===== config.mk =====
export PLATFORM = sky130hd
export DESIGN_NAME = quadrature_position_velocity
export DESIGN_NICKNAME = d
export VERILOG_FILES = /design/src/qpv_pkg.sv /design/src/qpv_sync.sv /design/src/qpv_decode.sv /design/src/quadrature_position_velocity.sv
export VERILOG_INCLUDE_DIRS = /design/src /design/src/src
export SDC_FILE = /design/constraint.sdc
export NUM_CORES = 1
export LEC_CHECK = 0
export ABC_AREA = 1
export BUFFER_PORTS_ARGS = -buffer_cell sky130_fd_sc_hd__buf_2
export CAP_MARGIN = 20
export CORE_ASPECT_RATIO = 0.75
export CORE_MARGIN = 4
export CORE_UTILIZATION = 35
export CTS_BUF_LIST = sky130_fd_sc_hd__clkbuf_2
export DETAILED_ROUTE_END_ITERATION = 10
export MAX_ROUTING_LAYER = met4
export PLACE_DENSITY = 0.5
export REMOVE_ABC_BUFFERS = 1
export SLEW_MARGIN = 20
export SYNTH_ARGS = -nofsm -noshare
export SYNTH_HDL_FRONTEND = slang
export SYNTH_SLANG_ARGS = --single-unit
export TNS_END_PERCENT = 10

===== constraint.sdc =====
create_clock -name clk_i -period 7.2 [get_ports clk_i]
set_input_delay 0.36 -clock clk_i [delete_from_list [all_inputs] [get_ports clk_i]]
set_output_delay 0.36 -clock clk_i [all_outputs]
set_load 0.02 [all_outputs]

===== src/qpv_cfg.svh =====
// register offsets, field positions and reset values of the encoder block
`ifndef QPV_CFG_SVH
`define QPV_CFG_SVH

// ******************************************
// register byte offsets
// ******************************************
`define QPV_OFF_CTL 8'h00
`define QPV_OFF_STAT 8'h04
`define QPV_OFF_POS 8'h08
`define QPV_OFF_LIMIT 8'h0c
`define QPV_OFF_LOAD 8'h10
`define QPV_OFF_TIME 8'h14
`define QPV_OFF_ACC 8'h18
`define QPV_OFF_RESULT 8'h1c
`define QPV_OFF_MASK 8'h20
`define QPV_OFF_RAW 8'h24
`define QPV_OFF_CLR 8'h28

// ******************************************
// control field positions
// ******************************************
`define QPV_CTL_W 9
`define QPV_CTL_EN 0
`define QPV_CTL_SWAP 1
`define QPV_CTL_SIG 2
`define QPV_CTL_CAP 3
`define QPV_CTL_RES 4
`define QPV_CTL_VEL 5
`define QPV_CTL_DIV_LSB 6
`define QPV_CTL_DIV_MSB 8

// ******************************************
// status and event bit positions
// ******************************************
`define QPV_STAT_ERR 0
`define QPV_STAT_DIR 1
`define QPV_EV_ERR 3
`define QPV_EV_W 4

// ******************************************
// reset values
// ******************************************
`define QPV_RST_WORD 32'h0000_0000
`define QPV_RST_CTL 9'h000
`define QPV_RST_EV 4'h0

`endif


===== src/qpv_pkg.sv =====
// shared types of the quadrature position and velocity block
package qpv_pkg;

  // one wishbone request as seen by the slave
  typedef struct packed {
    logic cyc;
    logic stb;
    logic we;
    logic [7:0] adr;
    logic [3:0] sel;
    logic [31:0] dat;
  } wb_req_t;

  // event bundle, index in bit 0
  typedef struct packed {
    logic err;
    logic dir;
    logic timer;
    logic index;
  } event_t;

  // result of one sampled cycle of phase decoding
  typedef struct packed {
    logic step;
    logic mov;
    logic fwd;
    logic err;
  } decode_t;

endpackage : qpv_pkg


===== src/qpv_sync.sv =====
// two-flop synchronisers for the encoder pins
`timescale 1ns/1ps
`default_nettype none
module qpv_sync (
  // clock and reset
  input wire logic clk_i,
  input wire logic rst_i,
  // pins and synchronised copies
  input wire logic [2:0] async_i,
  output logic [2:0] sync_o
);

  // ******************************************
  // one two-stage chain per pin
  // ******************************************
  genvar gi;
  generate
    for (gi = 0; gi < 3; gi = gi + 1)
    begin : g_chain
      logic meta_ff; // first stage, read by the second stage only
      logic safe_ff; // second stage
      // capture then settle
      always_ff @(posedge clk_i)
      begin
        if (rst_i)
        begin
          meta_ff <= 1'b0;
          safe_ff <= 1'b0;
        end
        else
        begin
          meta_ff <= async_i[gi];
          safe_ff <= meta_ff;
        end
      end
      assign sync_o[gi] = safe_ff;
    end
  endgenerate

endmodule : qpv_sync
`default_nettype wire


===== src/qpv_decode.sv =====
// phase decoder: quadrature or clock/direction into steps
`timescale 1ns/1ps
`default_nettype none
module qpv_decode (
  // clock and reset
  input wire logic clk_i,
  input wire logic rst_i,
  // synchronised phases
  input wire logic a_i,
  input wire logic b_i,
  // configuration
  input wire logic swap_i,
  input wire logic sig_i,
  input wire logic cap_i,
  // decoded result
  output qpv_pkg::decode_t dec_o
);

  logic pa; // phase a after optional swap
  logic pb; // phase b after optional swap
  logic pa_q_ff; // previous phase a
  logic pb_q_ff; // previous phase b
  logic ea; // edge on a
  logic eb; // edge on b

  // swap corrects miswired encoders
  assign pa = swap_i ? b_i : a_i;
  assign pb = swap_i ? a_i : b_i;
  assign ea = pa ^ pa_q_ff;
  assign eb = pb ^ pb_q_ff;

  // previous sample for edge detection
  always_ff @(posedge clk_i)
  begin
    if (rst_i)
    begin
      pa_q_ff <= 1'b0;
      pb_q_ff <= 1'b0;
    end
    else
    begin
      pa_q_ff <= pa;
      pb_q_ff <= pb;
    end
  end

  // ******************************************
  // decode
  // ******************************************
  always_comb
  begin
    dec_o = '0;
    if (sig_i)
    begin
      // rising a is a step, b gives direction (1 = reverse)
      dec_o.step = ea & pa;
      dec_o.mov = ea & pa;
      dec_o.fwd = ~pb;
    end
    else if (ea & eb)
    begin
      // both moved in one sample: illegal gray step, no count
      dec_o.err = 1'b1;
    end
    else
    begin
      // a edge counts always, b edge only in four-edge mode
      dec_o.step = ea | (eb & cap_i);
      dec_o.mov = ea | eb;
      // a leading b gives forward; a repeated edge reverses
      dec_o.fwd = ea ? (pa != pb) : (pa == pb);
    end
  end

endmodule : qpv_decode
`default_nettype wire


===== src/quadrature_position_velocity.sv =====
// quadrature encoder position, direction and velocity with wishbone registers
`timescale 1ns/1ps
`default_nettype none
`include "qpv_cfg.svh"
module quadrature_position_velocity (
  // clock and reset
  input wire logic clk_i,
  input wire logic rst_i,
  // wishbone slave
  input wire logic wb_cyc_i,
  input wire logic wb_stb_i,
  input wire logic wb_we_i,
  input wire logic [7:0] wb_adr_i,
  input wire logic [3:0] wb_sel_i,
  input wire logic [31:0] wb_dat_i,
  output logic [31:0] wb_dat_o,
  output logic wb_ack_o,
  // encoder pins
  input wire logic phase_a_input_i,
  input wire logic phase_b_input_i,
  input wire logic index_input_i,
  // masked event summary
  output logic irq_o
);

  // ******************************************
  // declarations
  // ******************************************
  qpv_pkg::wb_req_t req; // bundled bus request
  qpv_pkg::decode_t dec; // decoder result
  qpv_pkg::event_t ev; // events of this cycle
  logic [2:0] pins_s; // synchronised index, b, a
  logic idx_q_ff; // previous index sample
  logic idx_rise; // index pulse sensed
  logic [`QPV_CTL_W-1:0] encoder_control_register; // control word
  logic [31:0] pos_ff; // position integrator
  logic [31:0] position_limit; // maximum position
  logic [31:0] velocity_period_reload; // timer reload
  logic [31:0] time_ff; // velocity timer
  logic [31:0] velocity_accumulator; // edges this period
  logic [31:0] velocity_result; // edges last period
  logic [3:0] mask_ff; // event mask
  logic [3:0] raw_ff; // sticky raw events
  logic dir_ff; // 1 = reverse
  logic [6:0] pre_ff; // prescaler count
  logic ack_ff; // bus answer
  logic [31:0] rd_data; // read mux
  logic [31:0] ctl_merged; // control word after byte lanes, cut to width on store
  logic wr_go; // write takes effect this edge
  logic enable; // position integration on
  logic signal_format_select; // 1 = clock/direction
  logic edge_count_select; // 1 = both phases
  logic position_reset_select; // 1 = limit, 0 = index
  logic vel_run; // velocity capture active
  logic [2:0] velocity_prescale; // divide by 2^n
  logic [6:0] pre_top; // prescaler wrap value
  logic vel_inc; // one prescaled edge
  logic expire; // timer at zero while running

  // ******************************************
  // helpers
  // ******************************************
  // true when the committing write addresses the offset
  function automatic logic hit(input logic [7:0] adr, input logic [7:0] off);
    hit = (adr == off);
  endfunction : hit

  // apply byte enables to a stored word
  function automatic logic [31:0] merge(input logic [31:0] old,
                                        input logic [31:0] nw,
                                        input logic [3:0] sel);
    merge = old;
    for (int i = 0; i < 4; i++)
    begin
      if (sel[i])
      begin
        merge[i*8 +: 8] = nw[i*8 +: 8];
      end
    end
  endfunction : merge

  // all-ones mask of n low bits, prescaler top
  function automatic logic [6:0] top_of(input logic [2:0] n);
    top_of = 7'((8'h01 << n) - 8'h01);
  endfunction : top_of

  // ******************************************
  // request bundle and field views
  // ******************************************
  assign req = '{cyc: wb_cyc_i, stb: wb_stb_i, we: wb_we_i, adr: wb_adr_i,
                 sel: wb_sel_i, dat: wb_dat_i};
  assign enable = encoder_control_register[`QPV_CTL_EN];
  assign signal_format_select = encoder_control_register[`QPV_CTL_SIG];
  assign edge_count_select = encoder_control_register[`QPV_CTL_CAP];
  assign position_reset_select = encoder_control_register[`QPV_CTL_RES];
  assign velocity_prescale =
    encoder_control_register[`QPV_CTL_DIV_MSB:`QPV_CTL_DIV_LSB];
  // velocity needs the integrator enabled as well
  assign vel_run = enable & encoder_control_register[`QPV_CTL_VEL];
  // write lands at the edge the master samples ack
  assign wr_go = req.cyc & req.stb & req.we & ack_ff;
  assign ctl_merged = merge(32'(encoder_control_register), req.dat, req.sel);

  // ******************************************
  // pins and decoder
  // ******************************************
  qpv_sync u_sync (
    .clk_i(clk_i),
    .rst_i(rst_i),
    .async_i({index_input_i, phase_b_input_i, phase_a_input_i}),
    .sync_o(pins_s)
  );

  qpv_decode u_dec (
    .clk_i(clk_i),
    .rst_i(rst_i),
    .a_i(pins_s[0]),
    .b_i(pins_s[1]),
    .swap_i(encoder_control_register[`QPV_CTL_SWAP]),
    .sig_i(signal_format_select),
    .cap_i(edge_count_select),
    .dec_o(dec)
  );

  // index edge detection on the settled copy
  always_ff @(posedge clk_i)
  begin
    if (rst_i)
    begin
      idx_q_ff <= 1'b0;
    end
    else
    begin
      idx_q_ff <= pins_s[2];
    end
  end
  assign idx_rise = pins_s[2] & ~idx_q_ff;

  // ******************************************
  // bus slave
  // ******************************************
  // one wait cycle, ack for exactly one cycle
  always_ff @(posedge clk_i)
  begin
    if (rst_i)
    begin
      ack_ff <= 1'b0;
      wb_dat_o <= `QPV_RST_WORD;
    end
    else
    begin
      ack_ff <= req.cyc & req.stb & ~ack_ff;
      // read data is caught with the ack
      if (req.cyc & req.stb & ~ack_ff)
      begin
        wb_dat_o <= rd_data;
      end
    end
  end
  assign wb_ack_o = ack_ff;

  // read mux, unmapped offsets read zero
  always_comb
  begin
    rd_data = `QPV_RST_WORD;
    unique case (req.adr)
      `QPV_OFF_CTL: rd_data = 32'(encoder_control_register);
      `QPV_OFF_STAT: rd_data = {30'h0, dir_ff, raw_ff[`QPV_EV_ERR]};
      `QPV_OFF_POS: rd_data = pos_ff;
      `QPV_OFF_LIMIT: rd_data = position_limit;
      `QPV_OFF_LOAD: rd_data = velocity_period_reload;
      `QPV_OFF_TIME: rd_data = time_ff;
      `QPV_OFF_ACC: rd_data = velocity_accumulator;
      `QPV_OFF_RESULT: rd_data = velocity_result;
      `QPV_OFF_MASK: rd_data = {28'h0, mask_ff};
      `QPV_OFF_RAW: rd_data = {28'h0, raw_ff};
      `QPV_OFF_CLR: rd_data = {28'h0, raw_ff & mask_ff};
      default: rd_data = `QPV_RST_WORD;
    endcase
  end

  // ******************************************
  // configuration registers
  // ******************************************
  // software-owned words; limit must be edges per turn minus one
  always_ff @(posedge clk_i)
  begin
    if (rst_i)
    begin
      encoder_control_register <= `QPV_RST_CTL;
      position_limit <= `QPV_RST_WORD;
      velocity_period_reload <= `QPV_RST_WORD;
      mask_ff <= `QPV_RST_EV;
    end
    else if (wr_go)
    begin
      if (hit(req.adr, `QPV_OFF_CTL))
      begin
        encoder_control_register <= ctl_merged[`QPV_CTL_W-1:0];
      end
      if (hit(req.adr, `QPV_OFF_LIMIT))
      begin
        position_limit <= merge(position_limit, req.dat, req.sel);
      end
      if (hit(req.adr, `QPV_OFF_LOAD))
      begin
        velocity_period_reload <= merge(velocity_period_reload, req.dat, req.sel);
      end
      if (hit(req.adr, `QPV_OFF_MASK) && req.sel[0])
      begin
        mask_ff <= req.dat[3:0];
      end
    end
  end

  // ******************************************
  // position integrator
  // ******************************************
  // software write wins, then index clear, then steps
  always_ff @(posedge clk_i)
  begin
    if (rst_i)
    begin
      pos_ff <= `QPV_RST_WORD;
    end
    else if (wr_go && hit(req.adr, `QPV_OFF_POS))
    begin
      pos_ff <= merge(pos_ff, req.dat, req.sel);
    end
    else if (enable && !position_reset_select && idx_rise)
    begin
      // index mode: position counts from the home mark
      pos_ff <= `QPV_RST_WORD;
    end
    else if (enable && dec.step)
    begin
      // limit mode keeps 0..limit; index mode relies on limit = N-1
      if (dec.fwd)
      begin
        pos_ff <= (pos_ff >= position_limit) ? 32'h0 : pos_ff + 32'h1;
      end
      else
      begin
        pos_ff <= (pos_ff == 32'h0) ? position_limit : pos_ff - 32'h1;
      end
    end
  end

  // direction follows every direction-bearing edge
  always_ff @(posedge clk_i)
  begin
    if (rst_i)
    begin
      dir_ff <= 1'b0;
    end
    else if (enable && dec.mov)
    begin
      dir_ff <= ~dec.fwd;
    end
  end

  // ******************************************
  // velocity capture
  // ******************************************
  assign pre_top = top_of(velocity_prescale);
  // one accumulated edge per 2^n counted edges
  assign vel_inc = vel_run & dec.step & (pre_ff == pre_top);
  assign expire = vel_run & (time_ff == 32'h0);

  // prescaler; restarts while capture is off
  always_ff @(posedge clk_i)
  begin
    if (rst_i)
    begin
      pre_ff <= 7'h00;
    end
    else if (!vel_run)
    begin
      pre_ff <= 7'h00;
    end
    else if (dec.step)
    begin
      pre_ff <= (pre_ff >= pre_top) ? 7'h00 : pre_ff + 7'h01;
    end
  end

  // down counter; reload enters the cycle after zero
  always_ff @(posedge clk_i)
  begin
    if (rst_i)
    begin
      time_ff <= `QPV_RST_WORD;
    end
    else if (!vel_run || expire)
    begin
      // idle keeps the timer primed so the first period is whole
      time_ff <= velocity_period_reload;
    end
    else
    begin
      time_ff <= time_ff - 32'h1;
    end
  end

  // accumulator and result; an edge in the last cycle is kept
  always_ff @(posedge clk_i)
  begin
    if (rst_i)
    begin
      velocity_accumulator <= `QPV_RST_WORD;
      velocity_result <= `QPV_RST_WORD;
    end
    else if (expire)
    begin
      velocity_result <= velocity_accumulator + 32'(vel_inc);
      velocity_accumulator <= 32'h0;
    end
    else if (vel_inc)
    begin
      velocity_accumulator <= velocity_accumulator + 32'h1;
    end
  end

  // ******************************************
  // events and status
  // ******************************************
  assign ev.index = enable & idx_rise;
  assign ev.timer = expire;
  assign ev.dir = enable & dec.mov & (dir_ff != ~dec.fwd);
  assign ev.err = enable & dec.err;

  // sticky raw bits, write one to clear; a new event beats the clear
  always_ff @(posedge clk_i)
  begin
    if (rst_i)
    begin
      raw_ff <= `QPV_RST_EV;
    end
    else if (wr_go && hit(req.adr, `QPV_OFF_CLR) && req.sel[0])
    begin
      raw_ff <= (raw_ff & ~req.dat[3:0]) | ev;
    end
    else
    begin
      raw_ff <= raw_ff | ev;
    end
  end

  // masked summary
  always_ff @(posedge clk_i)
  begin
    if (rst_i)
    begin
      irq_o <= 1'b0;
    end
    else
    begin
      irq_o <= |(raw_ff & mask_ff);
    end
  end

  // ******************************************
  // checks
  // ******************************************
  a_pos_fwd_wrap:
  assert property (@(posedge clk_i) disable iff (rst_i)
    enable && dec.step && dec.fwd && pos_ff == position_limit && !wr_go
    && !(idx_rise && !position_reset_select) |=> pos_ff == 32'h0)
    else $error("forward step past limit did not wrap to zero");

  a_pos_rev_wrap:
  assert property (@(posedge clk_i) disable iff (rst_i)
    enable && dec.step && !dec.fwd && pos_ff == 32'h0 && !wr_go
    && !(idx_rise && !position_reset_select) |=> pos_ff == $past(position_limit))
    else $error("backward step from zero did not wrap to limit");

  a_index_clear:
  assert property (@(posedge clk_i) disable iff (rst_i)
    enable && !position_reset_select && idx_rise && !wr_go |=> pos_ff == 32'h0)
    else $error("index pulse did not clear position");

  a_error_no_move:
  assert property (@(posedge clk_i) disable iff (rst_i)
    enable && dec.err && !wr_go && !idx_rise |=> $stable(pos_ff) ##0 raw_ff[3])
    else $error("phase error moved position or was not flagged");

  a_timer_reload:
  assert property (@(posedge clk_i) disable iff (rst_i)
    expire |=> time_ff == $past(velocity_period_reload))
    else $error("timer did not reload the cycle after zero");

  a_result_copy:
  assert property (@(posedge clk_i) disable iff (rst_i)
    expire |=> velocity_accumulator == 32'h0
    && velocity_result == $past(velocity_accumulator) + 32'($past(vel_inc)))
    else $error("period end did not move the accumulator");

  a_vel_gated:
  assert property (@(posedge clk_i) disable iff (rst_i)
    !enable ##1 !enable |-> $stable(velocity_accumulator) && !expire)
    else $error("velocity ran without position enabled");

  a_set_wins:
  assert property (@(posedge clk_i) disable iff (rst_i)
    ev != 4'h0 |=> (raw_ff & $past(ev)) == $past(ev))
    else $error("event lost against a clear");

  a_ack_single:
  assert property (@(posedge clk_i) disable iff (rst_i)
    wb_ack_o |=> !wb_ack_o)
    else $error("ack held for more than one cycle");

endmodule : quadrature_position_velocity
`default_nettype wire


# Yosys cells after proc, flatten, opt, wreduce, memory -nomap -nowiden
# Index checks and enable logic that the tools add are counted.
[word_totals] mem_bits_rw=0 output_inout_bits=34 reg_bits=260 elab_cells=145 mem_bits_ro=0 inputBits=52 n_memories=0 latchBits=0
[classes] multipliers=0 n_shift=1 eq_ne=18 mux=21 n_bitwise=30 div=0 n_reduce_logical=33 n_lt_le_gt_ge=2 add_sub_neg=7
[op_table] op="one-hot mux 32 bit (11 select lines)" n=1
[op_table] op="2-to-1 mux 32 bit" n=7
[op_table] op="adder 32 x 1 -> 32 bit (second input constant)" n=2
[op_table] op="zero test 32 bit" n=2
[op_table] op="subtractor 32 x 1 -> 32 bit (second input constant)" n=2
[op_table] op="adder 32 x 1 -> 32 bit" n=1
[op_table] op="equality test 8 x 5 -> 1 bit (second input constant)" n=4
[op_table] op="greater-or-equal comparator 32 bit" n=1
[op_table] op="2-to-1 mux 8 bit" n=4
[op_table] op="AND reduction 3 bit" n=10
[op_table] op="equality test 8 x 6 -> 1 bit (second input constant)" n=3
[op_table] op="AND 1 bit" n=16
[op_table] op="equality test 8 x 4 -> 1 bit (second input constant)" n=2
[op_table] op="AND reduction 2 bit" n=5
[op_table] op="AND 4 bit" n=2
[op_table] op="equality test 8 x 3 -> 1 bit (second input constant)" n=1
[op_table] op="logical AND 1 bit" n=8
[op_table] op="zero test 8 bit" n=1
[op_table] op="!= test 2 bit (second input constant)" n=4
[op_table] op="OR 4 bit" n=2
[op_table] op="adder 7 x 1 -> 7 bit (second input constant)" n=1
[op_table] op="equality test 7 bit" n=1
[op_table] op="greater-or-equal comparator 7 bit" n=1
[op_table] op="2-to-1 mux 7 bit" n=1
[op_table] op="other kinds (16)" n=30

# Longest topological paths before layout
[logic_depth] word_depth=11 ltp_mapped=27 ltp_nobuf=27

# Cells and area by module
# Synthesis repeated with hierarchy kept, for this count alone.
[unflattened] hier_cells=2568 hier_area_um2=16573.4
[modules_own_cells] module="quadrature_position_velocity" seq_area_each_um2=5044.8 cells_each=2502 instances=1 area_per_inst_um2=16130.5
[modules_own_cells] module="qpv_decode" seq_area_each_um2=40.0 cells_each=45 instances=1 area_per_inst_um2=255.2
[modules_own_cells] module="qpv_sync" seq_area_each_um2=120.1 cells_each=21 instances=1 area_per_inst_um2=187.7

# Worst setup path before layout
# No wires, ideal clock.
[synth_path] kind="reg-to-reg" startpoint="register encoder_control_register[1]" endpoint="register velocity_result[20]" t_required_ns=7.071 synth_period_minus_slack_ns=3.074 path_slack_ns=4.126 path_buffers=0 setup_ns=0.129 arrival_time_ns=2.945 path_stages_with_launch=25 path_cell_list="dfxtp_1 nand2_1 o21ai_0 inv_1 ha_1 nand2_1 inv_1 nand3_1 nand3_2 nand2_4 inv_1 nand2_1 inv_1 ha_1 ha_1 inv_1 nor2_1 nand2_1 nor2_2 inv_2 nor2_2 nand2_1 nor2_1 xnor2_1 o22ai_1"
[synth_between] word_cells_on_any_way=13 classes_between="1 x add/sub; 4 x mux; 8 x bitwise"
[synth_lines] element="start, declared" line="quadrature_position_velocity.sv:35" rtl="logic [`QPV_CTL_W-1:0] encoder_control_register;"
[synth_lines] element="start signal, assigned" line="quadrature_position_velocity.sv:190" rtl="encoder_control_register <= `QPV_RST_CTL;"
[synth_lines] element="start signal, assigned" line="quadrature_position_velocity.sv:199" rtl="encoder_control_register <= ctl_merged[`QPV_CTL_W-1:0];"
[synth_lines] element="2-to-1 mux 1 bit *" line="qpv_decode.sv:27" rtl="assign pa = swap_i ? b_i : a_i;"
[synth_lines] element="net u_dec.pa" line="qpv_decode.sv:19" rtl="logic pa;"
[synth_lines] element="XOR 1 bit" line="qpv_decode.sv:29" rtl="assign ea = pa ^ pa_q_ff;"
[synth_lines] element="OR 1 bit or AND 1 bit (tied branches)" line="qpv_decode.sv:68, qpv_decode.sv:60"
[synth_lines] element="2-to-1 mux 3 bit" line="qpv_decode.sv:60" rtl="else if (ea & eb)"
[synth_lines] element="2-to-1 mux 3 bit *" line="qpv_decode.sv:53" rtl="if (sig_i)"
[synth_lines] element="AND 1 bit * (2 in series)" line="quadrature_position_velocity.sv:267" rtl="assign vel_inc = vel_run & dec.step & (pre_ff == pre_top);"
[synth_lines] element="adder 32 x 1 -> 32 bit *" line="quadrature_position_velocity.sv:315" rtl="velocity_result <= velocity_accumulator + 32'(vel_inc);"
[synth_lines] element="end signal, assigned" line="quadrature_position_velocity.sv:311" rtl="velocity_result <= `QPV_RST_WORD;"
[synth_lines] element="end signal, assigned" line="quadrature_position_velocity.sv:315"
[synth_lines] element="end, declared" line="quadrature_position_velocity.sv:41" rtl="logic [31:0] velocity_result;"
# Mark *: on every way through the listed nets, which the timed path passes. The rest lies on a longest branch.
# A chain may end at the register's enable or synchronous reset.

# Final worst setup path
# Ends and elaborated chain as after synthesis.

==> metrics.md <==
| Metric | Value |
|---|---|
| Clk_lat worst skew | `approximately 1000 ps` |
| Critical path origin | `encoder_control_register[1]` |
| TNS Setup | `0 ps` |
| Synth Flop Type | `dfxtp_1` |
| Most frequent cells in the layout | `nand2_1, nor2_1, inv_1, dfxtp_1, a21oi_1` |
| Drt total wl | `73.8 mm` |
| IO Pins | `86` |
| Least-Margin Pin Slew | `between 1000 and 1500 ps` |
| Commonest non-fill, non-tap cell in the layout | `nand2_1` |
| P&R area growth vs syn | `12.0%` |
| Met1 GRT Util | `41.6%` |
| Clk sinks | `260` |
| Xor/xnor share of the synthesized area | `between 4 and 5%` |
| Die H | `slightly below 200 um` |
| Share of synthesized registers carrying an async set or reset | `0%` |
| Min cycle time layout | `between 3000 and 4000 ps` |
| Layout cell share with drive strength beyond 1 | `between 9 and 10%` |
| Vias in the first global route | `around 18,000` |
| Design area | `between 15,000 and 20,000 um^2` |
| Mapped Cells | `between 2,000 and 3,000` |
| Syn avg cell area | `6.25 um^2` |
| Site Rows | `between 60 and 70` |
| Outcome | `complete, no violations` |
| Met3 Resource Use GR | `7.80%` |
| Hold path start | `wb_adr_i[2]` |
| Synth warnings | `0` |
| DP Wirelength | `55.0 mm` |
| Arrival time at the worst endpoint | `between 4000 and 5000 ps` |
| CTS tree | `yes` |
| Post-synthesis cell type count | `46` |
| Initial Utilization | `about 35%` |
| Largest family of logic cells by synthesized area | `simple AND/OR/NAND/NOR gates` |
| GR Util met2 | `approximately two fifths` |
| Required @ worst endpoint | `around 8000 ps` |
| Synth Area in Adders | `roughly 3.8%` |
| Share of the synthesized area in the top cell type | `a little under a third` |
| Area leader, netlist | `dfxtp_1` |
| Largest net degree at the start of global routing | `70` |
| Max-slew headroom | `approximately 26%` |
| Area of the multi-input gates | `between 9000 and 10,000 um^2` |
| Worst R2R Start | `encoder_control_register[1]` |
| Cts bufs inserted | `between 70 and 80` |
| Number of synthesized flops with an enable pin | `0` |
| Clock buffer depth | `3` |
| Pwr Density | `~150 nW/um^2` |
| RSZ-0062 raised after global routing | `no` |
| Mux contribution to synthesized area | `0%` |
| # nets final | `roughly 2,900` |
| H-tree Lvls | `3` |
| Max-slew violation count | `0` |
| Post-DR vias/cell | `approximately 5.4` |
| First-pass GRT wire length | `about 110 mm` |
| Max IR drop VDD | `approximately 0.000086 V` |
| Reg area | `about 5200 um^2` |
| Clock Skew | `a little under 80 ps` |
| Netlist Area Pre-Place | `~17,000 um^2` |
| Worst-path fanout max | `10` |
| DRT antenna net count | `0` |
| Number of DRC markers in iteration 0 | `just under 2,000` |
| Setup Viol. Count Final | `0` |
| Hold Crit Class | `in2reg` |
| CP max-delay cell | `dfxtp_1` |
| Die area | `51,500 um^2` |
| Sequential share of the synthesized area | `31.1%` |
| Hold Violations, Final | `0` |
| Port buffer count | `85` |
| CP Cell Sequence | `nand2_1, o21ai_0, inv_1, ha_1, nand2_1, inv_1, nand3_1, nand3_2, nand2_4, inv_1, nand2_1, inv_1, ha_1, ha_1, inv_1, nor2_1, nand2_1, nor2_2, inv_2, nor2_2, nand2_1, nor2_1, xnor2_1, o22ai_1` |
| Yosys reg bits | `260` |
| Core area | `between 40,000 and 50,000 um^2` |
| Grt peak-use layer | `met1` |
| Min Hold Slack | `about 150 ps` |
| CTS resizes | `0` |
| Filler cells | `~5,200` |
| DRC | `0` |
| Grt ovf | `0` |
| Vias | `~19,000` |
| Die width | `261 um` |
| Antenna violations before repair | `1` |
| Area post-placement | `roughly 18,000 um^2` |
| Kind of critical path | `reg2reg` |
| Synth Area in Compound Gates | `18.9%` |
| Fmax | `275 MHz` |
| GRT Util Overall | `between 20% and 30%` |
| CTS Root Cell | `clkbuf_2` |
| Ranking of synthesized cells by area | `dfxtp_1, nand2_1, a21oi_1` |
| Leak Pwr | `between 8 and 9 nW` |
| Max-Cap Viols | `0` |
| Post-Synth Simple-Gate Area | `a little under a third` |
| RePlAce Congestion | `~1.0` |
| DRT Pass-1 Iters | `5` |
| Drt wl/cell | `about 21 um` |
| Startpoint Class | `flop` |
| Clock slew at reported path FFs | `about 100 ps` |
| Largest stage delay, worst path | `470 ps` |
| Worst setup EP type | `flop` |
| Tcrit/Tclk final | `about half` |
## area by class of cell
class                           count  area share, %
Sequential cell                   260           27.7
Antenna cell                        1         0.0133
Clock buffer                      103           2.75
Clock inverter                     28          0.900
Multi-Input combinational cell   1993           52.3
Tap cell                          639           4.26
Inverter                          306           6.13
Timing Repair Buffer              157           5.89
## per-layer routing
| layer | routed length (um) | vias up |
|---|---|---|
| li1 | - | 8958 |
| met1 | 35700 | 8852 |
| met5 | 0 | - |
| met2 | 28800 | 831 |
| met4 | 2380 | 0 |
| met3 | 6850 | 144 |
## cells by family after synthesis
group | Yosys count
adder cells (fa/ha/maj) | 51
flip-flops | 260
buffers and inverters | 426
XOR/XNOR | 89
AO/OA/AOI/OAI | 594
AND/OR/NAND/NOR | 1259
## worst paths after layout
kind | endpoint | slack, ps | cells after the start
worst min register to register | u_sync.g_chain[2].safe_ff | 390 | 2
worst max register to register | velocity_result[20] | 3560 | 24
worst min-delay path | wb_dat_o[1] | 150 | 9
worst max-delay path | velocity_result[20] | 3560 | 24
## worst max-delay path: cells and delay by family, from the launching register on
kind                       cells  cell delay, ps
buffers and inverters          6             540
xor gates and xnor gates       1             130
AOI/OAI and AO/OA              2             190
adders and majority gates      3             660
and+or+nand+nor               12            1470
DFF                            1             470
## cells in the mapped netlist, types with 3 or more instances
master and n:
a211oi_1 6, a21oi_1 251, a31oi_1 13, buf_2 52
buf_4 3, buf_6 7, clkbuf_1 52, clkbuf_2 5
clkinv_1 3, dfxtp_1 260, ha_1 51, inv_1 293
inv_2 10, nand2_1 695, nand2_2 13, nand2_4 5
nand3_1 110, nand3_2 3, nand3b_1 4, nand4_1 26
nor2_1 328, nor2_2 13, nor2_4 3, nor3_1 40
nor3_2 5, nor4_1 10, o2111ai_1 6, o211ai_1 4
o21ai_0 238, o21ai_1 13, o22ai_1 34, o31ai_1 19
xnor2_1 13, xor2_1 76
## flip-flops by register name (all words and copies together), names as in the netlist, 3 cells and up
signal,flops
pos_ff,32
position_limit,32
time_ff,32
velocity_accumulator,32
velocity_period_reload,32
velocity_result,32
wb_dat_o,32
encoder_control_register,9
pre_ff,7
mask_ff,4
raw_ff,4
u_sync.g_chain.meta_ff,3
u_sync.g_chain.safe_ff,3
## metrics by stage
stage	worst slack, ps	util, %	power (mW)	instances
6_report	3560	39.7	2.81	3487
3_3_place_gp	3700	37.0	1.64	3299
4_1_cts	3520	39.6	2.84	3486
5_1_grt	3000	39.7	2.93	3487
2_1_floorplan	4100	-	1.56	2559
3_5_place_dp	3590	37.0	1.64	3299
## power by group
group	internal [mW]	switching [mW]	total (mW)
Combinational	0.0617	0.127	0.189
Clock	0.461	0.720	1.18
Sequential	1.44	0.00119	1.44
## timing repair
item                      CTS  global route
hold buffers               56             0
setup buffers               0             0
hold endpoints to repair  155             0
Note: power is estimated with default switching activity, not from simulation.
